$ cat config.mk
export PLATFORM = sky130hd
export DESIGN_NAME = clk_cfg_regs
export DESIGN_NICKNAME = d
export VERILOG_FILES = /design/src/verilog/clk_cfg_pkg.sv /design/src/verilog/clk_cfg_regs.sv
export SDC_FILE = /design/constraint.sdc
export NUM_CORES = 1
export LEC_CHECK = 0
export BUFFER_PORTS_ARGS = -buffer_cell sky130_fd_sc_hd__buf_2
export CORE_AREA = 4 4 230 232
export CTS_BUF_LIST = sky130_fd_sc_hd__clkbuf_8
export DETAILED_ROUTE_END_ITERATION = 6
export DIE_AREA = 0 0 234 236
export SYNTH_ARGS = -nofsm -noshare
export SYNTH_HDL_FRONTEND = slang
export SYNTH_SLANG_ARGS = --single-unit
$ cat constraint.sdc
create_clock -name clk -period 2 [get_ports clk]
set_input_delay 0.3 -clock clk [delete_from_list [all_inputs] [get_ports clk]]
set_output_delay 0.3 -clock clk [all_outputs]
set_load 0.03 [all_outputs]
$ cat src/verilog/clk_cfg_pkg.sv
// Constants and types shared by the clock configuration register block.
// Assumes an AXI4-Lite master with 16-bit byte addresses and 32-bit data.
package clk_cfg_pkg;

  // ----------------------------------------------------------------
  // Register offsets (byte addresses)
  // ----------------------------------------------------------------
  localparam logic [15:0] OscCtlOff = 16'h1200;
  localparam logic [15:0] SpllOff = 16'h1220;
  localparam logic [15:0] Pb7Off = 16'h1360;
  localparam int unsigned NGen = 14;
  // Tuning, usb pll, four ref control/trim pairs, four peripheral dividers
  localparam logic [15:0] GenOff [NGen] = '{16'h1210, 16'h1230,
    16'h1280, 16'h1290, 16'h12a0, 16'h12b0, 16'h12c0, 16'h12d0,
    16'h12e0, 16'h12f0, 16'h1300, 16'h1310, 16'h1320, 16'h1330};
  localparam logic [31:0] GenMask [NGen] = '{32'h0000_003f, 32'h277f_0707,
    32'h7fff_ba0f, 32'hff80_0000, 32'h7fff_ba0f, 32'hff80_0000,
    32'h7fff_ba0f, 32'hff80_0000, 32'h7fff_ba0f, 32'hff80_0000,
    32'h0000_007f, 32'h0000_807f, 32'h0000_807f, 32'h0000_807f};
  localparam logic [31:0] GenRst [NGen] = '{32'h0, 32'h0, 32'h0, 32'h0,
    32'h0, 32'h0, 32'h0, 32'h0, 32'h0, 32'h0,
    32'h0000_8801, 32'h0000_8801, 32'h0000_8801, 32'h0000_8801};
  localparam logic [31:0] Pb7Rst = 32'h0000_8801;

  // ----------------------------------------------------------------
  // Field layout
  // ----------------------------------------------------------------
  localparam logic [31:0] SpllMask = 32'h077f_0787;
  localparam logic [31:0] OscWrMask = 32'h0700_0701;
  localparam int unsigned OdivLsb = 24;
  localparam int unsigned MultLsb = 16;
  localparam int unsigned IdivLsb = 8;
  localparam int unsigned IclkBit = 7;
  localparam int unsigned RangeLsb = 0;
  localparam int unsigned FrcLsb = 24;
  localparam int unsigned NoscLsb = 8;
  localparam int unsigned OswenBit = 0;
  localparam int unsigned Cfg2OdivLsb = 16;
  localparam int unsigned Cfg2MultLsb = 8;
  localparam int unsigned Cfg2IclkBit = 7;
  localparam int unsigned Cfg2RangeLsb = 4;
  localparam int unsigned Cfg2IdivLsb = 0;
  localparam int unsigned Cfg1OscLsb = 0;
  localparam logic [2:0] CoscSpll = 3'h1;
  localparam logic [2:0] OdivMin = 3'h1;
  localparam logic [2:0] OdivMax = 3'h5;
  localparam logic [1:0] RespOkay = 2'h0;
  localparam logic [1:0] RespSlvErr = 2'h2;

  typedef enum logic [1:0] {StLoad = 2'b01, StRun = 2'b10} phase_e;

  typedef struct packed {
    logic [2:0] outDiv;
    logic [6:0] mult;
    logic [2:0] inDiv;
    logic inClk;
    logic [2:0] range;
  } system_pll_s;

endpackage

$ cat src/verilog/clk_cfg_regs.sv
// Clock unit configuration registers behind an AXI4-Lite slave.
// Assumes configuration words are stable and an unlock block drives writePermit.
//
// The AXI4-Lite register port is this design's own decision.
`timescale 1ns/1ps
`default_nettype none
module clk_cfg_regs (
  input wire logic clk,
  input wire logic nrst,
  input wire logic ce,
  input wire logic [15:0] awaddr,
  input wire logic awvalid,
  output logic awready,
  input wire logic [31:0] wdata,
  input wire logic [3:0] wstrb,
  input wire logic wvalid,
  output logic wready,
  output logic [1:0] bresp,
  output logic bvalid,
  input wire logic bready,
  input wire logic [15:0] araddr,
  input wire logic arvalid,
  output logic arready,
  output logic [31:0] rdata,
  output logic [1:0] rresp,
  output logic rvalid,
  input wire logic rready,
  input wire logic [31:0] cfgWord1,
  input wire logic [31:0] cfgWord2,
  input wire logic sysResetReq,
  input wire logic writePermit,
  output var clk_cfg_pkg::system_pll_s spllCfg,
  output logic [5:0] pllDivideRatio,
  output logic [7:0] pllMultiplyFactor,
  output logic pllDivReserved,
  output logic [2:0] currentOsc
);

  // ----------------------------------------------------------------
  // Bus handshake state
  // ----------------------------------------------------------------
  logic awFull_r, wFull_r, bValid_r, awReady_r, wReady_r;
  logic arReady_r, rValid_r;
  logic [1:0] bResp_r, rResp_r;
  logic [15:0] awAddr_r;
  logic [31:0] wData_r, rData_r;
  logic [3:0] wStrb_r;
  clk_cfg_pkg::phase_e phase_r;
  logic wasPor_r;
  clk_cfg_pkg::system_pll_s system_pll_r;
  logic [2:0] frc_r, current_osc_source_r, nosc_r;
  logic oswen_r;
  logic [5:0] divRatio_r;
  logic [7:0] mulFactor_r;
  logic divRes_r;
  logic [31:0] gen_r [clk_cfg_pkg::NGen];

  wire logic awTake = awvalid & awReady_r;
  wire logic wTake = wvalid & wReady_r;
  wire logic arTake = arvalid & arReady_r;
  wire logic doWrite = awFull_r & wFull_r & ~bValid_r;
  wire logic running = (phase_r == clk_cfg_pkg::StRun) & ~sysResetReq;
  // Ready flags are registered but fed from next-state terms, so a channel
  // reopens on the same edge its slot frees, with flop-driven outputs.
  wire logic awFull_nxt = (awFull_r | awTake) & ~doWrite;
  wire logic wFull_nxt = (wFull_r | wTake) & ~doWrite;
  wire logic bValid_nxt = doWrite | (bValid_r & ~bready);
  wire logic awReady_nxt = ~awFull_nxt & ~bValid_nxt & running;
  wire logic wReady_nxt = ~wFull_nxt & ~bValid_nxt & running;
  wire logic rValid_nxt = arTake | (rValid_r & ~rready);
  wire logic arReady_nxt = ~rValid_nxt;

  // ----------------------------------------------------------------
  // Address decode
  // ----------------------------------------------------------------
  wire logic [31:0] byteMask = {{8{wStrb_r[3]}}, {8{wStrb_r[2]}},
                                {8{wStrb_r[1]}}, {8{wStrb_r[0]}}};
  wire logic wrOsc = awAddr_r[15:2] == clk_cfg_pkg::OscCtlOff[15:2];
  wire logic wrSpll = awAddr_r[15:2] == clk_cfg_pkg::SpllOff[15:2];
  wire logic wrPb7 = awAddr_r[15:2] == clk_cfg_pkg::Pb7Off[15:2];
  wire logic rdOsc = araddr[15:2] == clk_cfg_pkg::OscCtlOff[15:2];
  wire logic rdSpll = araddr[15:2] == clk_cfg_pkg::SpllOff[15:2];
  wire logic rdPb7 = araddr[15:2] == clk_cfg_pkg::Pb7Off[15:2];
  logic [clk_cfg_pkg::NGen-1:0] wrGen, rdGen;
  wire logic wrHit = wrOsc | wrSpll | wrPb7 | (|wrGen);
  wire logic rdHit = rdOsc | rdSpll | rdPb7 | (|rdGen);

  // ----------------------------------------------------------------
  // Packed register images
  // ----------------------------------------------------------------
  // Unimplemented positions are constant zero in the image
  wire logic [31:0] spllWord = {5'h0, system_pll_r.outDiv, 1'b0, system_pll_r.mult,
    5'h0, system_pll_r.inDiv, system_pll_r.inClk, 4'h0, system_pll_r.range};
  wire logic [31:0] oscWord = {5'h0, frc_r, 9'h0, current_osc_source_r, 1'b0, nosc_r,
    7'h0, oswen_r};
  wire logic [31:0] spllWm = clk_cfg_pkg::SpllMask & byteMask;
  wire logic [31:0] spllNew = (spllWord & ~spllWm) | (wData_r & spllWm);
  wire logic [31:0] oscWm = clk_cfg_pkg::OscWrMask & byteMask;
  wire logic [31:0] oscNew = (oscWord & ~oscWm) | (wData_r & oscWm);
  // Retuning the pll while it clocks the system would glitch the core,
  // so such writes are dropped rather than queued.
  wire logic spllLocked = current_osc_source_r == clk_cfg_pkg::CoscSpll;
  // Write permit comes from the unlock block
  wire logic spllWrOk = doWrite & wrSpll & writePermit & ~spllLocked;
  wire logic oscWrOk = doWrite & wrOsc & writePermit;

  clk_cfg_pkg::system_pll_s spllNewS, cfgSpll;
  assign spllNewS.outDiv = spllNew[clk_cfg_pkg::OdivLsb +: 3];
  assign spllNewS.mult = spllNew[clk_cfg_pkg::MultLsb +: 7];
  assign spllNewS.inDiv = spllNew[clk_cfg_pkg::IdivLsb +: 3];
  assign spllNewS.inClk = spllNew[clk_cfg_pkg::IclkBit];
  assign spllNewS.range = spllNew[clk_cfg_pkg::RangeLsb +: 3];
  assign cfgSpll.outDiv = cfgWord2[clk_cfg_pkg::Cfg2OdivLsb +: 3];
  assign cfgSpll.mult = cfgWord2[clk_cfg_pkg::Cfg2MultLsb +: 7];
  assign cfgSpll.inDiv = cfgWord2[clk_cfg_pkg::Cfg2IdivLsb +: 3];
  assign cfgSpll.inClk = cfgWord2[clk_cfg_pkg::Cfg2IclkBit];
  assign cfgSpll.range = cfgWord2[clk_cfg_pkg::Cfg2RangeLsb +: 3];
  wire logic [2:0] cfgOsc = cfgWord1[clk_cfg_pkg::Cfg1OscLsb +: 3];
  // Reserved divider codes are stored as written; only the decode flags them
  wire logic odivOk = (system_pll_r.outDiv >= clk_cfg_pkg::OdivMin) &&
                      (system_pll_r.outDiv <= clk_cfg_pkg::OdivMax);

  // ----------------------------------------------------------------
  // Plain storage registers
  // ----------------------------------------------------------------
  // Bits outside each write mask keep their reset value, so ready flags
  // and fixed fields read back without extra logic.
  for (genvar i = 0; i < clk_cfg_pkg::NGen; i++) begin : g_reg
    assign wrGen[i] = awAddr_r[15:2] == clk_cfg_pkg::GenOff[i][15:2];
    assign rdGen[i] = araddr[15:2] == clk_cfg_pkg::GenOff[i][15:2];
    wire logic [31:0] wm = clk_cfg_pkg::GenMask[i] & byteMask;
    always_ff @(posedge clk or negedge nrst) begin
      if (!nrst) begin
        gen_r[i] <= clk_cfg_pkg::GenRst[i];
      end else if (ce) begin
        if (sysResetReq) begin
          gen_r[i] <= clk_cfg_pkg::GenRst[i];
        end else if (doWrite && wrGen[i]) begin
          gen_r[i] <= (gen_r[i] & ~wm) | (wData_r & wm);
        end
      end
    end
  end

  // Address decodes are disjoint, so the order of the tests never matters
  logic [31:0] rdWord;
  always_comb begin
    rdWord = 32'h0;
    if (rdOsc) rdWord = oscWord;
    if (rdSpll) rdWord = spllWord;
    if (rdPb7) rdWord = clk_cfg_pkg::Pb7Rst;
    for (int i = 0; i < clk_cfg_pkg::NGen; i++) begin
      if (rdGen[i]) rdWord = gen_r[i];
    end
  end

  // ----------------------------------------------------------------
  // AXI4-Lite write and read channels
  // ----------------------------------------------------------------
  always_ff @(posedge clk or negedge nrst) begin
    if (!nrst) begin
      awFull_r <= 1'b0;
      wFull_r <= 1'b0;
      bValid_r <= 1'b0;
      awReady_r <= 1'b0;
      wReady_r <= 1'b0;
      bResp_r <= clk_cfg_pkg::RespOkay;
      awAddr_r <= 16'h0;
      wData_r <= 32'h0;
      wStrb_r <= 4'h0;
    end else if (ce) begin
      awFull_r <= awFull_nxt;
      wFull_r <= wFull_nxt;
      bValid_r <= bValid_nxt;
      awReady_r <= awReady_nxt;
      wReady_r <= wReady_nxt;
      if (awTake) awAddr_r <= awaddr;
      if (wTake) wData_r <= wdata;
      if (wTake) wStrb_r <= wstrb;
      // A refused pll write still answers OKAY; the block only drops it
      if (doWrite) bResp_r <= wrHit ? clk_cfg_pkg::RespOkay : clk_cfg_pkg::RespSlvErr;
    end
  end

  always_ff @(posedge clk or negedge nrst) begin
    if (!nrst) begin
      arReady_r <= 1'b0;
      rValid_r <= 1'b0;
      rData_r <= 32'h0;
      rResp_r <= clk_cfg_pkg::RespOkay;
    end else if (ce) begin
      arReady_r <= arReady_nxt;
      rValid_r <= rValid_nxt;
      if (arTake) rData_r <= rdWord;
      if (arTake) rResp_r <= rdHit ? clk_cfg_pkg::RespOkay : clk_cfg_pkg::RespSlvErr;
    end
  end

  // ----------------------------------------------------------------
  // Reset load, system pll and oscillator control
  // ----------------------------------------------------------------
  // Async reset takes constants only; config words are caught one enabled
  // edge after release, in the load phase.
  always_ff @(posedge clk or negedge nrst) begin
    if (!nrst) begin
      phase_r <= clk_cfg_pkg::StLoad;
      wasPor_r <= 1'b1;
      system_pll_r <= '0;
      frc_r <= 3'h0;
      current_osc_source_r <= 3'h0;
      nosc_r <= 3'h0;
      oswen_r <= 1'b0;
    end else if (ce) begin
      if (sysResetReq) begin
        phase_r <= clk_cfg_pkg::StLoad;
        wasPor_r <= 1'b0;
      end else begin
        case (phase_r)
          clk_cfg_pkg::StLoad: begin
            phase_r <= clk_cfg_pkg::StRun;
            // Pll settings reload only on power-on; source on every reset
            if (wasPor_r) system_pll_r <= cfgSpll;
            if (wasPor_r) frc_r <= 3'h0;
            current_osc_source_r <= cfgOsc;
            nosc_r <= cfgOsc;
            oswen_r <= 1'b0;
          end
          clk_cfg_pkg::StRun: begin
            if (spllWrOk) system_pll_r <= spllNewS;
            if (oscWrOk) frc_r <= oscNew[clk_cfg_pkg::FrcLsb +: 3];
            if (oscWrOk) nosc_r <= oscNew[clk_cfg_pkg::NoscLsb +: 3];
            if (oswen_r) current_osc_source_r <= nosc_r;
            // Switch request self-clears; a new request in that cycle wins
            oswen_r <= oscWrOk & oscNew[clk_cfg_pkg::OswenBit];
          end
          default: phase_r <= clk_cfg_pkg::StLoad;
        endcase
      end
    end
  end

  // ----------------------------------------------------------------
  // Decoded pll settings
  // ----------------------------------------------------------------
  // One extra cycle of latency keeps the decoded outputs on flops
  always_ff @(posedge clk or negedge nrst) begin
    if (!nrst) begin
      divRatio_r <= 6'h0;
      mulFactor_r <= 8'h01;
      divRes_r <= 1'b1;
    end else if (ce) begin
      divRatio_r <= odivOk ? (6'h01 << system_pll_r.outDiv) : 6'h0;
      divRes_r <= ~odivOk;
      mulFactor_r <= {1'b0, system_pll_r.mult} + 8'h01;
    end
  end

  assign awready = awReady_r;
  assign wready = wReady_r;
  assign bvalid = bValid_r;
  assign bresp = bResp_r;
  assign arready = arReady_r;
  assign rvalid = rValid_r;
  assign rdata = rData_r;
  assign rresp = rResp_r;
  assign spllCfg = system_pll_r;
  assign pllDivideRatio = divRatio_r;
  assign pllMultiplyFactor = mulFactor_r;
  assign pllDivReserved = divRes_r;
  assign currentOsc = current_osc_source_r;

  // ----------------------------------------------------------------
  // Checks
  // ----------------------------------------------------------------
  // Helpers give the checks one-cycle views of internal conditions
  wire logic loadPor = ce & ~sysResetReq & (phase_r == clk_cfg_pkg::StLoad) & wasPor_r;
  wire logic loadSys = ce & ~sysResetReq & (phase_r == clk_cfg_pkg::StLoad) & ~wasPor_r;
  wire logic [2:0] pastOdivCfg = cfgSpll.outDiv;
  wire logic [6:0] pastMultCfg = cfgSpll.mult;
  wire logic [2:0] curOdiv = system_pll_r.outDiv;
  wire logic [2:0] wrIdiv = wData_r[clk_cfg_pkg::IdivLsb +: 3];

  chk_odiv_decode: assert property (@(posedge clk) disable iff (!nrst)
    ce |=> (pllDivideRatio == ((($past(curOdiv) >= 3'h1) && ($past(curOdiv) <= 3'h5))
      ? (6'h01 << $past(curOdiv)) : 6'h0)))
    else $error("output divider decode wrong");
  chk_mult_factor: assert property (@(posedge clk) disable iff (!nrst)
    ce |=> pllMultiplyFactor == {1'b0, $past(spllCfg.mult)} + 8'h01)
    else $error("multiplier factor wrong");
  chk_por_odiv: assert property (@(posedge clk) disable iff (!nrst)
    loadPor |=> spllCfg.outDiv == $past(pastOdivCfg))
    else $error("output divider default not loaded");
  chk_por_mult: assert property (@(posedge clk) disable iff (!nrst)
    loadPor |=> spllCfg.mult == $past(pastMultCfg))
    else $error("multiplier default not loaded");
  chk_por_whole: assert property (@(posedge clk) disable iff (!nrst)
    loadPor |=> spllCfg == $past(cfgSpll))
    else $error("pll fields not loaded at power-on");
  chk_unlock_gate: assert property (@(posedge clk) disable iff (!nrst)
    ce && doWrite && wrSpll && !writePermit |=> $stable(spllCfg))
    else $error("locked pll write took effect");
  chk_source_lock: assert property (@(posedge clk) disable iff (!nrst)
    ce && doWrite && wrSpll && spllLocked |=> $stable(spllCfg))
    else $error("pll write while pll is source");
  chk_system_pll_zeros: assert property (@(posedge clk) disable iff (!nrst)
    ce && arTake && rdSpll |=> (rdata & ~clk_cfg_pkg::SpllMask) == 32'h0)
    else $error("unimplemented pll bits not zero");
  chk_pb7_fixed: assert property (@(posedge clk) disable iff (!nrst)
    ce && arTake && rdPb7 |=> rdata == clk_cfg_pkg::Pb7Rst && rvalid)
    else $error("seventh divider not fixed");
  chk_reset_kind: assert property (@(posedge clk) disable iff (!nrst)
    loadSys |=> $stable(spllCfg) && currentOsc == $past(cfgOsc))
    else $error("reset kind handling wrong");
  chk_plain_store: assert property (@(posedge clk) disable iff (!nrst)
    ce && running && spllWrOk && wStrb_r[1] |=> spllCfg.inDiv == $past(wrIdiv))
    else $error("input divider not stored");
  chk_write_resp: assert property (@(posedge clk) disable iff (!nrst)
    ce && doWrite |=> bvalid ##0 !awready [*1])
    else $error("write response missing");

  // ----------------------------------------------------------------
  // Bus protocol checks
  // ----------------------------------------------------------------
  chk_aw_accept: assert property (@(posedge clk) disable iff (!nrst)
    ce && awTake && wTake |=> !awready && !wready)
    else $error("write channels not closed after accept");
  chk_resp_retire: assert property (@(posedge clk) disable iff (!nrst)
    ce && bvalid && bready |=> !bvalid)
    else $error("write response not retired");
  chk_write_err: assert property (@(posedge clk) disable iff (!nrst)
    ce && doWrite && !wrHit |=> bresp == clk_cfg_pkg::RespSlvErr)
    else $error("unmapped write not refused");
  chk_read_answer: assert property (@(posedge clk) disable iff (!nrst)
    ce && arTake |=> rvalid && !arready)
    else $error("read answer missing");
  chk_read_retire: assert property (@(posedge clk) disable iff (!nrst)
    ce && rvalid && rready |=> !rvalid)
    else $error("read answer not retired");
  chk_read_err: assert property (@(posedge clk) disable iff (!nrst)
    ce && arTake && !rdHit |=> rresp == clk_cfg_pkg::RespSlvErr && rdata == 32'h0)
    else $error("unmapped read not refused");
  chk_ready_idle: assert property (@(posedge clk) disable iff (!nrst)
    ce && !running |=> !awready && !wready)
    else $error("write accepted outside run phase");

  // ----------------------------------------------------------------
  // Divider flag, oscillator and load checks
  // ----------------------------------------------------------------
  chk_div_flag: assert property (@(posedge clk) disable iff (!nrst)
    ce |=> pllDivReserved == (($past(curOdiv) < clk_cfg_pkg::OdivMin) ||
      ($past(curOdiv) > clk_cfg_pkg::OdivMax)))
    else $error("reserved divider flag wrong");
  chk_load_step: assert property (@(posedge clk) disable iff (!nrst)
    ce && !sysResetReq && phase_r == clk_cfg_pkg::StLoad |=> phase_r == clk_cfg_pkg::StRun)
    else $error("load phase did not end");
  chk_osc_switch: assert property (@(posedge clk) disable iff (!nrst)
    ce && running && oswen_r |=> currentOsc == $past(nosc_r))
    else $error("source switch not applied");
  chk_switch_clear: assert property (@(posedge clk) disable iff (!nrst)
    ce && running && oswen_r && !oscWrOk |=> !oswen_r)
    else $error("switch request did not clear");

endmodule
`default_nettype wire

==> run_summary.xml <==
<?xml version="1.0" encoding="UTF-8"?>
<metrics>
  <group name="status">
    <metric name="status" unit="">complete, but fails checks</metric>
    <metric name="violations" unit="">setup timing</metric>
  </group>
  <group name="worst_hold_path">
    <metric name="holdCritPathClass" unit="">primary input to flip-flop</metric>
    <metric name="min_from" unit="">cfgWord2[16]</metric>
  </group>
  <group name="run">
    <metric name="drv_cap" unit="">0</metric>
  </group>
  <group name="worst_setup_path">
    <metric name="crit_path_start_kind" unit="">flip-flop</metric>
    <metric name="critPathArrivalTime" unit="ns">2.60</metric>
    <metric name="worst-path-max-fanout" unit="">4</metric>
    <metric name="worst_r2r_startpoint" unit="">awAddr_r[2]</metric>
    <metric name="critical_path.endpoint" unit="">curOdiv[0]</metric>
    <metric name="worst_setup_path_startpoint" unit="">awAddr_r[2]</metric>
    <metric name="reg2reg_depth" unit="">5</metric>
    <metric name="critical_path.reg2reg.endpoint" unit="">curOdiv[0]</metric>
    <metric name="crit_path_end_kind" unit="">flip-flop</metric>
    <metric name="cp_data_required_time" unit="ns">2.54</metric>
    <metric name="criticalPathCategory" unit="">flip-flop to flip-flop</metric>
    <metric name="reg2reg_setup_slack" unit="ns">-0.06</metric>
  </group>
  <group name="cts">
    <metric name="cts_max_path_buffers" unit="">3</metric>
    <metric name="clockRootBuffer" unit="">sky130_fd_sc_hd__clkbuf_8</metric>
    <metric name="cts_max_level" unit="">2</metric>
    <metric name="cts-buffers-inserted" unit="">58</metric>
    <metric name="cts.sink_count" unit="">322</metric>
    <metric name="tritoncts" unit="">yes</metric>
    <metric name="clkLatencyLatePin" unit="ns">0.66</metric>
    <metric name="path_clk_slew" unit="ns">0.06</metric>
  </group>
  <group name="detailed_routing">
    <metric name="dr_total_vias" unit="">14120</metric>
    <metric name="remaining_drc_errors" unit="">0</metric>
    <metric name="drt-pass1-iter-count" unit="">6</metric>
    <metric name="vias_per_cell" unit="">5.489</metric>
    <metric name="detail-route-antenna-nets" unit="">0</metric>
    <metric name="detail_route.wirelength" unit="mm">60.08</metric>
    <metric name="detail_route.iter0.violations" unit="">1321</metric>
    <metric name="detail_route.wl_per_cell" unit="um">23.35</metric>
  </group>
  <group name="grt">
    <metric name="use_met1" unit="%">29.55</metric>
    <metric name="maximum_number_of_pins_on_one_net_before_global_route_repair" unit="">98</metric>
    <metric name="grt.met2_usage" unit="%">33.81</metric>
    <metric name="grt_first_pass_wirelength" unit="mm">90.80</metric>
    <metric name="grt_busiest_layer" unit="">met2</metric>
    <metric name="first_global_vias" unit="">14460</metric>
    <metric name="groute.usage.overall" unit="%">21.30</metric>
    <metric name="met3_usage" unit="%">3.273</metric>
    <metric name="antenna_found_initial" unit="">0</metric>
    <metric name="globalRoute.totalOverflow" unit="">0</metric>
  </group>
  <group name="yosys">
    <metric name="synth_top_family_by_area" unit="">compound AO/OA/AOI/OAI gates</metric>
    <metric name="netlist_instances" unit="">1377</metric>
    <metric name="synth_cell_type_count" unit="">81</metric>
    <metric name="synth_compound_area_share" unit="%">24.12</metric>
    <metric name="synth_edf_count" unit="">0</metric>
    <metric name="seq_area_frac_synth" unit="%">53.45</metric>
    <metric name="synth_warnings" unit="">0</metric>
    <metric name="synth-adder-area-share" unit="%">0.2485</metric>
    <metric name="ys_seq_elements" unit="">322</metric>
    <metric name="synth.area.mux_share" unit="%">6.329</metric>
    <metric name="post_synth_xor_area_fraction" unit="%">0.2900</metric>
    <metric name="yosys_most_used_dff" unit="">sky130_fd_sc_hd__dfrtp_1</metric>
    <metric name="synthesis.area" unit="sq mm">0.01510</metric>
    <metric name="synth_simple_gate_area_share" unit="%">12.24</metric>
    <metric name="synth_area_per_inst" unit="sq um">10.97</metric>
    <metric name="postSynth.asyncResetShare" unit="%">100.0</metric>
  </group>
  <group name="power">
    <metric name="clock_power_share" unit="%">33.1</metric>
    <metric name="power.switching" unit="W">0.007477</metric>
    <metric name="cellPowerDensity" unit="mW/mm^2">985.0</metric>
    <metric name="sw_frac_of_total" unit="%">35.27</metric>
    <metric name="leakage_dissipation" unit="nW">9.584</metric>
    <metric name="totalPowerFinal" unit="W">0.02120</metric>
    <metric name="comb_power_share" unit="%">25.7</metric>
    <metric name="power_frac_seq" unit="%">41.2</metric>
    <metric name="power_report.internal_total" unit="W">0.01372</metric>
    <metric name="ir_worst_vdd" unit="mV">0.6455</metric>
  </group>
  <group name="floorplan">
    <metric name="io_pins" unit="">218</metric>
    <metric name="placeableCoreArea" unit="sq mm">0.05099</metric>
    <metric name="rows" unit="">83</metric>
    <metric name="initial_utilization" unit="%">29.62</metric>
    <metric name="die_height" unit="um">236</metric>
    <metric name="floorplan.die_area" unit="sq mm">0.05522</metric>
    <metric name="die_w" unit="um">234</metric>
  </group>
  <group name="finish">
    <metric name="layout.cell_area.non_filler" unit="sq mm">0.02152</metric>
    <metric name="finish.net_count" unit="">1990</metric>
    <metric name="commonest_non_fill_non_tap_cell_in_the_layout" unit="">sky130_fd_sc_hd__dfrtp_1</metric>
    <metric name="layout.core_utilization" unit="%">42.21</metric>
    <metric name="antennaDiodeCount" unit="">0</metric>
    <metric name="instances_no_fill" unit="">2573</metric>
    <metric name="fillers" unit="">4780</metric>
    <metric name="sequential_cell_area" unit="sq mm">0.008073</metric>
    <metric name="flow.area_growth_from_synthesis" unit="%">42.49</metric>
    <metric name="multiInputGateArea" unit="sq mm">0.007291</metric>
    <metric name="final_cell_mix" unit="">310 x sky130_fd_sc_hd__dfrtp_1, 215 x sky130_fd_sc_hd__buf_4, 165 x sky130_fd_sc_hd__buf_2</metric>
    <metric name="drive_gt1_share" unit="%">38.30</metric>
  </group>
  <group name="placed_design">
    <metric name="gp_weighted_congestion" unit="">0.9709</metric>
    <metric name="place_hpwl" unit="mm">43.60</metric>
    <metric name="dpl_worst_slack" unit="ns">-0.4662</metric>
    <metric name="port_buffers" unit="">166</metric>
    <metric name="postPlaceCellArea" unit="sq mm">0.01863</metric>
    <metric name="dp_cells" unit="">2385</metric>
  </group>
  <group name="timing">
    <metric name="worst-slew-pin-transition" unit="ns">0.6132</metric>
    <metric name="slew_headroom" unit="%">58.54</metric>
    <metric name="layout_setup_ws" unit="ns">-0.06468</metric>
    <metric name="drv_slew" unit="">0</metric>
    <metric name="fin_crit" unit="ns">2.065</metric>
    <metric name="fmaxAchievable" unit="MHz">484.3</metric>
    <metric name="period_share" unit="%">103.2</metric>
    <metric name="setup_violations" unit="">48</metric>
    <metric name="final_hold_violations" unit="">0</metric>
    <metric name="worst_clock_skew_on_the_final_layout" unit="ns">0.01403</metric>
    <metric name="rsz_0062_raised_after_global_routing" unit="">true</metric>
  </group>
</metrics>
==> metal layers <==
metal	up-vias	wire length (um)
met2	529	27850
met5	-	0
met4	0	2158
met1	7156	26320
met3	146	3750
li1	6291	-
==> cell usage after synthesis, types with 10 or more instances <==
master,count,area (sq um)
sky130_fd_sc_hd__a22o_1,77,674.4
sky130_fd_sc_hd__mux2i_1,19,190.2
sky130_fd_sc_hd__dfstp_2,12,315.3
sky130_fd_sc_hd__nor4_2,10,125.1
sky130_fd_sc_hd__nor3_1,21,105.1
sky130_fd_sc_hd__a22oi_1,20,150.1
sky130_fd_sc_hd__nand4_1,13,81.33
sky130_fd_sc_hd__nand3_1,30,150.1
sky130_fd_sc_hd__o211ai_1,10,75.07
sky130_fd_sc_hd__a21oi_1,39,195.2
sky130_fd_sc_hd__buf_1,10,37.54
sky130_fd_sc_hd__inv_1,35,131.4
sky130_fd_sc_hd__buf_2,16,80.08
sky130_fd_sc_hd__nor2b_1,12,75.07
sky130_fd_sc_hd__a2bb2oi_1,20,175.2
sky130_fd_sc_hd__nor2_1,63,236.5
sky130_fd_sc_hd__a32o_1,31,310.3
sky130_fd_sc_hd__o2bb2ai_1,58,508.0
sky130_fd_sc_hd__mux2_2,64,720.7
sky130_fd_sc_hd__o22ai_1,46,287.8
sky130_fd_sc_hd__nand2b_1,11,68.82
sky130_fd_sc_hd__nand2_1,134,503.0
sky130_fd_sc_hd__o21ai_0,91,455.4
sky130_fd_sc_hd__dfrtp_1,310,7757
sky130_fd_sc_hd__clkbuf_1,56,210.2
==> flip-flops by register name (all words and copies together), names as in the netlist, 2 cells and up <==
| name | cells |
|---|---|
| phase_r | 2 |
| curOdiv | 3 |
| nosc_r | 3 |
| wData_r | 31 |
| gen_r | 187 |
| awAddr_r | 14 |
| spllCfg | 14 |
| wStrb_r | 4 |
| pllDivideRatio | 6 |
| rdata | 32 |
| pllMultiplyFactor | 8 |
| frc_r | 3 |
| currentOsc | 3 |
==> power by group through the flow <==
stage	logic [W]	clock network (W)	registers [W]
global placement	0.00485	0	0.00874
CTS	0.00525	0.00717	0.00870
finish	0.00544	0.00702	0.00873
floorplan	0.00208	0	0.00906
detailed placement	0.00493	0	0.00878
global route	0.00581	0.00747	0.00885
==> kinds of logic after synthesis <==
kind of cell    Yosys count
compound gates          489
xor+xnor                  5
fa+ha+maj                 3
buf+inv                 122
flops                   322
mux                      85
other cells               1
simple gates            350
==> what timing repair did <==
action | 4_1_cts | 5_1_grt
setup endpoints to repair | 175 | 206
gates cloned | 0 | 0
resized for setup | 98 | 106
endpoints found under the hold margin | 386 | 0
hold buffers | 73 | 0
setup buffers | 9 | 6
pin swaps | 51 | 78
==> worst max-delay path: stages, from the launching register on <==
cell and delay [ns]:
sky130_fd_sc_hd__dfrtp_1 0.42, sky130_fd_sc_hd__or4b_4 0.57, sky130_fd_sc_hd__a21oi_2 0.18, sky130_fd_sc_hd__nand4_1 0.16, sky130_fd_sc_hd__a21boi_4 0.29, sky130_fd_sc_hd__mux2_4 0.33
==> how the worst min path moves through the flow <==
stage / endpoint / depth (start not counted)
floorplan: arready / 0
global placement: wData_r[29] / 1
detailed placement: wData_r[29] / 1
CTS: curOdiv[0] / 4
global route: curOdiv[1] / 4
finish: curOdiv[0] / 4
==> area by class of cell <==
class / instances / share of cell area [%]
flip-flops and latches: 322 / 37.51
multi-input cells: 934 / 33.88
repair buffers: 494 / 17.89
clock buffers: 76 / 4.860
well taps: 680 / 3.953
clock inverters: 32 / 1.297
inverters: 35 / 0.6105
==> per-stage QoR <==
stage          hold WS [ns]  TNS (ns)
2_1_floorplan      0.004409   -0.3889
4_1_cts             0.01391    -2.473
3_3_place_gp         0.1589    -20.18
3_5_place_dp         0.1600    -27.36
5_1_grt             0.05301    -14.04
6_report            0.06629   -0.9377
No activity file was read; power rests on OpenSTA's default activity.
